## config.mk

```make
export PLATFORM = sky130hd
export DESIGN_NAME = servo_status_slow_msg_tx
export DESIGN_NICKNAME = d
export VERILOG_FILES = /design/src/slow_msg_pkg.sv /design/src/msg_delay_if.sv /design/src/msg_delay_timer.sv /design/src/servo_status_slow_msg_tx.sv
export SDC_FILE = /design/constraint.sdc
export NUM_CORES = 1
export LEC_CHECK = 0
export BUFFER_PORTS_ARGS = -buffer_cell sky130_fd_sc_hd__buf_2
export CORE_ASPECT_RATIO = 1.25
export CORE_MARGIN = 2
export CORE_UTILIZATION = 45
export CTS_BUF_LIST = sky130_fd_sc_hd__clkbuf_4 sky130_fd_sc_hd__clkbuf_8 sky130_fd_sc_hd__clkbuf_16
export CTS_CLUSTER_SIZE = 28
export DETAILED_ROUTE_END_ITERATION = 16
export PLACE_DENSITY = 0.71
export SYNTH_ARGS = -nofsm -noshare
export SYNTH_HDL_FRONTEND = slang
export SYNTH_SLANG_ARGS = --single-unit
export TNS_END_PERCENT = 100
```

## constraint.sdc

```tcl
create_clock -name i_clk_sys -period 2.8 [get_ports i_clk_sys]
set_input_delay 0.14 -clock i_clk_sys [delete_from_list [all_inputs] [get_ports i_clk_sys]]
set_output_delay 0.14 -clock i_clk_sys [all_outputs]
set_load 0.005 [all_outputs]
```

## src/slow_msg_pkg.sv

```systemverilog
package slow_msg_pkg;
	localparam int unsigned CLK_HZ        = 200_000_000;
	// delays after the gain message, in microseconds
	localparam int unsigned STAT_DELAY_US = 6000;
	localparam int unsigned ERR_DELAY_US  = 8000;
	localparam int unsigned STAT_DELAY_CYC = STAT_DELAY_US * (CLK_HZ / 1_000_000);
	localparam int unsigned ERR_DELAY_CYC  = ERR_DELAY_US * (CLK_HZ / 1_000_000);
	localparam int unsigned CNT_W         = 24;

	localparam logic [10:0] GAIN_ID_BASE  = 11'h300;
	localparam logic [10:0] STAT_ID_BASE  = 11'h2E0;
	localparam logic [10:0] ERR_ID_BASE   = 11'h3E0;
	localparam logic [3:0]  STAT_DLC      = 4'h8;
	localparam logic [3:0]  ERR_DLC       = 4'h2;

	typedef enum logic [2:0]
	{
		OP_SELF_TEST    = 3'h0,
		OP_CONFIG       = 3'h1,
		OP_RUN          = 3'h2,
		OP_FIELD_CAL    = 3'h3,
		OP_FACTORY_CAL  = 3'h4
	} op_state_t;

	// error word bit positions
	localparam int unsigned EB_EXT_SHDN   = 0;
	localparam int unsigned EB_CAN_SHDN   = 1;
	localparam int unsigned EB_INT_FAULT  = 4;
	localparam int unsigned EB_VIN_FAULT  = 5;
	localparam int unsigned EB_TRACK_ALM  = 6;
	localparam int unsigned EB_CAN_DEM    = 7;
	localparam int unsigned EB_DRV_OC     = 8;
	localparam int unsigned EB_ANA_DEM    = 9;
	localparam int unsigned EB_DRV_CUR    = 10;
	localparam int unsigned EB_DRV_SHORT  = 11;
	localparam int unsigned EB_DRV_OPEN   = 12;
	localparam int unsigned EB_EXCITE     = 13;
	localparam int unsigned ERR_FLAGS_W   = 12;
endpackage

```

## src/msg_delay_if.sv

```systemverilog
`timescale 1ns/100ps
interface msg_delay_if;
	logic start;
	logic fire;
	modport ctl (output start, input fire);
	modport tmr (input start, output fire);
endinterface

```

## src/msg_delay_timer.sv

```systemverilog
`timescale 1ns/100ps
// one-shot: fire pulses DELAY cycles after start; a new start restarts it
module msg_delay_timer #(
	parameter int unsigned DELAY = 1,
	parameter int unsigned CW    = 24
) (
	input  wire logic  i_clk_sys,
	input  wire logic  i_rst_n,
	msg_delay_if.tmr   bus
);
	logic [CW-1:0] cnt_ff;
	logic          run_ff;
	logic          fire_ff;

	// refused at elaboration: a zero delay or one the counter cannot hold
	if (DELAY < 1 || DELAY >= (64'd1 << CW))
		$error("msg_delay_timer: DELAY does not fit counter");

	always_ff @(posedge i_clk_sys or negedge i_rst_n)
	begin
		if (!i_rst_n)
		begin
			cnt_ff  <= '0;
			run_ff  <= 1'b0;
			fire_ff <= 1'b0;
		end
		else
		begin
			fire_ff <= 1'b0;
			if (bus.start)
			begin
				cnt_ff <= CW'(DELAY - 1);
				run_ff <= 1'b1;
			end
			else if (run_ff)
			begin
				if (cnt_ff == '0)
				begin
					run_ff  <= 1'b0;
					fire_ff <= 1'b1;
				end
				else
					cnt_ff <= cnt_ff - 1'b1;
			end
		end
	end

	assign bus.fire = fire_ff;
endmodule

```

## src/servo_status_slow_msg_tx.sv

```systemverilog
`timescale 1ns/100ps
module servo_status_slow_msg_tx #(
	parameter int unsigned STAT_DELAY = slow_msg_pkg::STAT_DELAY_CYC,
	parameter int unsigned ERR_DELAY  = slow_msg_pkg::ERR_DELAY_CYC
) (
	input  wire logic                              i_clk_sys,
	input  wire logic                              i_rst_n,
	input  wire logic [6:0]                        i_node_id,
	input  wire logic                              i_rx_valid,
	input  wire logic [10:0]                       i_rx_id,
	input  wire slow_msg_pkg::op_state_t           i_op_state,
	input  wire logic                              i_demand_is_can,
	input  wire logic [slow_msg_pkg::ERR_FLAGS_W-1:0] i_err_flags,
	input  wire logic [15:0]                       i_act_ohms,
	input  wire logic [15:0]                       i_cal_status,
	input  wire logic                              i_tx_ready,
	output logic                                   o_tx_valid,
	output logic [10:0]                            o_tx_id,
	output logic [3:0]                             o_tx_dlc,
	output logic [63:0]                            o_tx_data
);
	import slow_msg_pkg::*;

	// status is due before the error word, and the offer order relies on it
	if (ERR_DELAY <= STAT_DELAY)
		$error("servo_status_slow_msg_tx: ERR_DELAY must exceed STAT_DELAY");
	// one flag per used error bit: positions 0 to EB_EXCITE less the two unused
	if (ERR_FLAGS_W != EB_EXCITE - 1)
		$error("servo_status_slow_msg_tx: ERR_FLAGS_W does not match the error bit map");

	msg_delay_if stat_if ();
	msg_delay_if err_if ();

	logic        gain_hit;
	logic        stat_pend_ff;
	logic        err_pend_ff;
	logic [15:0] err_word;
	logic [63:0] stat_data;
	logic [63:0] err_data;
	logic [6:0]  node_meta_ff;
	logic [6:0]  node_ff;
	logic        tx_valid_ff;
	logic        tx_err_ff;
	logic [10:0] tx_id_ff;
	logic [3:0]  tx_dlc_ff;
	logic [63:0] tx_data_ff;
	logic        nxt_valid;
	logic        nxt_err;
	logic [10:0] nxt_id;
	logic [3:0]  nxt_dlc;
	logic [63:0] nxt_data;
	logic        take;
	logic        slot_free;

	// node number comes from pins; its bits may settle a cycle apart, so it
	// is only meant to change while the link is idle
	always_ff @(posedge i_clk_sys or negedge i_rst_n)
	begin
		if (!i_rst_n)
		begin
			node_meta_ff <= 7'h00;
			node_ff      <= 7'h00;
		end
		else
		begin
			node_meta_ff <= i_node_id;
			node_ff      <= node_meta_ff;
		end
	end

	// the gain message from the master arms both delayed replies
	assign gain_hit = i_rx_valid && (i_rx_id == GAIN_ID_BASE + {4'h0, node_ff});
	assign stat_if.start = gain_hit;
	assign err_if.start  = gain_hit;

	msg_delay_timer #(.DELAY(STAT_DELAY), .CW(CNT_W)) u_stat_tmr
	(
		.i_clk_sys (i_clk_sys),
		.i_rst_n   (i_rst_n),
		.bus       (stat_if.tmr)
	);

	msg_delay_timer #(.DELAY(ERR_DELAY), .CW(CNT_W)) u_err_tmr
	(
		.i_clk_sys (i_clk_sys),
		.i_rst_n   (i_rst_n),
		.bus       (err_if.tmr)
	);

	always_comb
	begin
		err_word = 16'h0000;
		err_word[EB_EXT_SHDN]  = i_err_flags[0];
		err_word[EB_CAN_SHDN]  = i_err_flags[1];
		err_word[EB_INT_FAULT] = i_err_flags[2];
		err_word[EB_VIN_FAULT] = i_err_flags[3];
		err_word[EB_TRACK_ALM] = i_err_flags[4];
		err_word[EB_CAN_DEM]   = i_err_flags[5];
		err_word[EB_DRV_OC]    = i_err_flags[6];
		err_word[EB_ANA_DEM]   = i_err_flags[7];
		err_word[EB_DRV_CUR]   = i_err_flags[8];
		err_word[EB_DRV_SHORT] = i_err_flags[9];
		err_word[EB_DRV_OPEN]  = i_err_flags[10];
		err_word[EB_EXCITE]    = i_err_flags[11];
	end

	// byte 1 sits in data[7:0], each field LSB first
	assign stat_data = {15'h0000, i_demand_is_can,
	                    13'h0000, i_op_state,
	                    i_cal_status, i_act_ohms};
	assign err_data  = {48'h0000_0000_0000, err_word};

	assign take      = tx_valid_ff && i_tx_ready;
	assign slot_free = !tx_valid_ff || i_tx_ready;

	// a timer firing wins over the clear from a taken frame, so a reply
	// that falls due on the taking edge is sent again rather than lost
	always_ff @(posedge i_clk_sys or negedge i_rst_n)
	begin
		if (!i_rst_n)
			stat_pend_ff <= 1'b0;
		else
		begin
			if (stat_if.fire)
				stat_pend_ff <= 1'b1;
			else if (take && !tx_err_ff)
				stat_pend_ff <= 1'b0;
		end
	end

	always_ff @(posedge i_clk_sys or negedge i_rst_n)
	begin
		if (!i_rst_n)
			err_pend_ff <= 1'b0;
		else
		begin
			if (err_if.fire)
				err_pend_ff <= 1'b1;
			else if (take && tx_err_ff)
				err_pend_ff <= 1'b0;
		end
	end

	// one frame offered at a time; status goes first as it is due earlier.
	// the kind flag, not the id, tells the frames apart: a node number can
	// carry into the upper id bits
	always_comb
	begin
		nxt_valid = tx_valid_ff;
		nxt_err   = tx_err_ff;
		nxt_id    = tx_id_ff;
		nxt_dlc   = tx_dlc_ff;
		nxt_data  = tx_data_ff;
		if (slot_free)
		begin
			nxt_valid = 1'b0;
			// the frame taken on this edge still reads as pending
			if (stat_pend_ff && !(take && !tx_err_ff))
			begin
				nxt_valid = 1'b1;
				nxt_err   = 1'b0;
				nxt_id    = STAT_ID_BASE + {4'h0, node_ff};
				nxt_dlc   = STAT_DLC;
				nxt_data  = stat_data;
			end
			else if (err_pend_ff && !(take && tx_err_ff))
			begin
				nxt_valid = 1'b1;
				nxt_err   = 1'b1;
				nxt_id    = ERR_ID_BASE + {4'h0, node_ff};
				nxt_dlc   = ERR_DLC;
				nxt_data  = err_data;
			end
		end
	end

	// valid and kind move together on every edge
	always_ff @(posedge i_clk_sys or negedge i_rst_n)
	begin
		if (!i_rst_n)
		begin
			tx_valid_ff <= 1'b0;
			tx_err_ff   <= 1'b0;
		end
		else
		begin
			tx_valid_ff <= nxt_valid;
			tx_err_ff   <= nxt_err;
		end
	end

	// the payload holds while a frame is offered and not yet taken
	always_ff @(posedge i_clk_sys or negedge i_rst_n)
	begin
		if (!i_rst_n)
		begin
			tx_id_ff   <= 11'h000;
			tx_dlc_ff  <= 4'h0;
			tx_data_ff <= 64'h0000_0000_0000_0000;
		end
		else
		begin
			tx_id_ff   <= nxt_id;
			tx_dlc_ff  <= nxt_dlc;
			tx_data_ff <= nxt_data;
		end
	end

	// outputs come straight from the frame registers
	assign o_tx_valid = tx_valid_ff;
	assign o_tx_id    = tx_id_ff;
	assign o_tx_dlc   = tx_dlc_ff;
	assign o_tx_data  = tx_data_ff;
endmodule

```

==> results.md <==
- Status: completed
- CTS tree: built
- TritonCTS Buffers: 17
- Cell Pwr Density: approximately 600 nW/um^2
- Total track usage: 20.47%
- Reg2reg path depth: 5
- Worst setup SP type: flip-flop
- Top cells by area, synth: dfrtp_1 (54%), buf_4 (4.2%), a22o_1 (3.8%), xor2_1 (2.9%), nand2_1 (2.8%)
- Most frequent cells in the layout: dfrtp_1 (118), buf_2 (118), nand2_1 (41), dlygate4sd3_1 (32), conb_1 (30)
- Vias post-DR: ~4500
- Placed cell count: 782
- Synth top area share: a little over half
- Total congestion overflow: 0
- Port bufs: approximately 120
- Crit end category: flip-flop
- Pin count of the biggest net entering global routing: 54
- Setup TNS: 0 ns
- Max Cap Violations: 0
- Number of remaining DRC errors: 0
- Synth warnings: 0
- Die ar.: around 13000 um^2
- Max Fclk: ~370 MHz
- Synth Cell Area: around 5500 um^2
- Syn avg cell area: around 11 um^2
- Pleak: between 3 and 4 nW
- GPL Wtd Cong: about 0.89
- Final hold slack: 0.03088 ns
- Core Region: 12050 um^2
- Worst EP arrival: ~3 ns
- HP Start: i_act_ohms[6]
- Distinct cells, synth: 48
- Least-Margin Pin Slew: around 0.68 ns
- Clock transition at path regs: 0.05 ns
- Setup violations, final: 0
- Worst reg2reg endpoint: u_err_tmr.cnt_ff[22]$_DFFE_PN0P_
- Via/cell ratio: about 5.3
- Antenna Cells: 0
- Hold Fails Final Rpt: 0
- Layout cells sized above 1: 28.15%
- Pins Over Slew Limit: 0
- Sequential area share after synthesis: between 50% and 60%
- Vias in the first global route: ~4500
- Hold path cells: 3
- Iteration count of the initial detailed-routing pass: 5
- Die height: 127.7 um
- Area Overhead vs Synth: 29.31%
- Clock sink count: 118
- Initial antenna violation count: 0
- Rel. slew slack: a little over half
- Clock Tree Buf Depth: 2
- Root Driver: clkbuf_16
- Hold Path Class: input pin to flip-flop
- Worst R2R Start: u_err_tmr.cnt_ff[11]$_DFFE_PN0P_
- H-tree Lvls: 4
- Routed Antenna Nets: 0
- Setup Skew: around 0.007 ns
- Share of flip-flops with an asynchronous set or reset: 100.0%
- Fin nets: about 750
- VDD IR max: between 0.0003 and 0.0004 V
- Postcts setup bufs: 0
- WL per Instance: 15.82 um
- Crit Path Max Fanout: 9
- # rows: 45
- R2r setup slk: between 0.1 and 0.15 ns
- Post-DP HPWL: 8985 um
- Initial drt markers: 220
- Synth Flop Type: dfrtp_1
- Gate Count Post-Synth: between 500 and 600
- #FFs+latches synth: 118
- Tot Pwr: 4.277 mW
- Initial Utilization: 45.70%
- Cell type with the largest total area after synthesis: dfrtp_1
- Crit path kind: flip-flop to flip-flop
- IO Pins: 150
- Post-synth EDFFs: 0
- First-pass GRT wire length: approximately 21000 um
- Fin cells: about 850
- Clk Latency, worst-skew pair: roughly 0.4 ns
- RSZ-0062 raised after global routing: false
- CP required: 3.12 ns
- DIE WIDTH: between 100 and 150 um
- Final wirelength: about 13000 um
- Post-route minimum period: 2.684 ns
- Final period utilization: ~96%
- WHS Endpoint: o_tx_data[6]$_DFFE_PN0P_
==> logic make-up after synthesis <==
logic type | after synthesis | synth area share [%]
xor+xnor | 35 | 5.567
other cells | 1 | 0.06810
compound gates | 104 | 13.38
flops | 118 | 53.62
buf+inv | 67 | 6.862
fa+ha+maj | 7 | 1.590
mux | 20 | 3.817
simple gates | 154 | 15.09
==> worst max-delay path by stage <==
stage               slack [ns]  cells past startpoint                               end                        startpoint
global route              0.04                      5  u_err_tmr.cnt_ff[22]$_DFFE_PN0P_  u_err_tmr.cnt_ff[11]$_DFFE_PN0P_
CTS                       0.02                      5  u_err_tmr.cnt_ff[15]$_DFFE_PN0P_   u_err_tmr.cnt_ff[5]$_DFFE_PN0P_
global placement          0.11                      5  u_err_tmr.cnt_ff[17]$_DFFE_PN0P_   u_err_tmr.cnt_ff[4]$_DFFE_PN0P_
floorplan                 0.16                      6  u_err_tmr.cnt_ff[22]$_DFFE_PN0P_  u_err_tmr.cnt_ff[11]$_DFFE_PN0P_
finish                    0.12                      5  u_err_tmr.cnt_ff[22]$_DFFE_PN0P_  u_err_tmr.cnt_ff[11]$_DFFE_PN0P_
detailed placement        0.08                      5  u_err_tmr.cnt_ff[15]$_DFFE_PN0P_   u_err_tmr.cnt_ff[4]$_DFFE_PN0P_
==> flip-flops by register name (all words and copies together), names as in the netlist, 2 cells and up <==
register           count
o_tx_data             36
u_err_tmr.cnt_ff      24
u_stat_tmr.cnt_ff     24
o_tx_id               11
node_ff                7
node_meta_ff           7
o_tx_dlc               2
==> power breakdown <==
part / switching, mW / internal [mW]
clock: 0.784 / 1.15
combinational: 0.216 / 0.210
sequential: 0.100 / 1.81
==> critical path, stage by stage, from the launching register on <==
cell,delay (ns)
dfrtp_1,0.39
or4_4,0.59
or4_4,0.54
or4_4,0.44
or4_1,0.47
a21oi_1,0.16
==> Yosys cell counts (2+ instances only) <==
library cell	count
o31ai_1	10
nand3_1	11
a31oi_1	3
xor2_1	18
a22o_1	24
and3_1	7
nor4b_1	4
xnor2_1	17
or4_1	15
mux2i_1	12
inv_1	11
nor4_1	13
nand2_1	41
o311ai_0	2
o41ai_1	4
nor2_1	25
a211oi_1	2
nor3_1	10
mux2_2	8
o211ai_1	8
or4_4	3
buf_2	2
buf_4	31
a21o_1	3
o21ai_0	22
or3_1	14
clkbuf_1	22
or2_2	3
o21ai_1	4
ha_1	7
dfrtp_1	118
nand2b_1	2
a21oi_1	15
==> routing by layer <==
metal  wire length [um]  GRT usage [%]
met5                  0              0
met4                156          5.573
met3                996          6.707
met2               6738          35.33
met1               5490          24.31
==> per-stage QoR <==
| step | setup slack (ns) | util [%] | instance area [um^2] |
|---|---|---|---|
| 4_1_cts | 0.01708 | 59.03 | 7113 |
| 3_3_place_gp | 0.1088 | 51.88 | 6251 |
| 2_1_floorplan | 0.1579 | - | 5615 |
| 6_report | 0.1163 | 59.10 | 7121 |
| 3_5_place_dp | 0.08404 | 51.88 | 6251 |
| 5_1_grt | 0.04368 | 59.10 | 7121 |
==> what timing repair did <==
action / CTS / global route
hold buffers: 32 / 0
endpoints found under the setup margin: 0 / 3
endpoints found under the hold margin: 81 / 0
gates resized for setup: 0 / 2
==> cell type report <==
| cell class | count | area [um^2] |
|---|---|---|
| clock buffers | 18 | 439.2 |
| clock inverters | 14 | 102.6 |
| fillers | 968 | 4928 |
| inverters | 11 | 41.29 |
| multi-input cells | 350 | 2311 |
| flip-flops and latches | 118 | 2953 |
| well taps | 164 | 205.2 |
| repair buffers | 171 | 1069 |
Power figures use the tool's default switching activity.
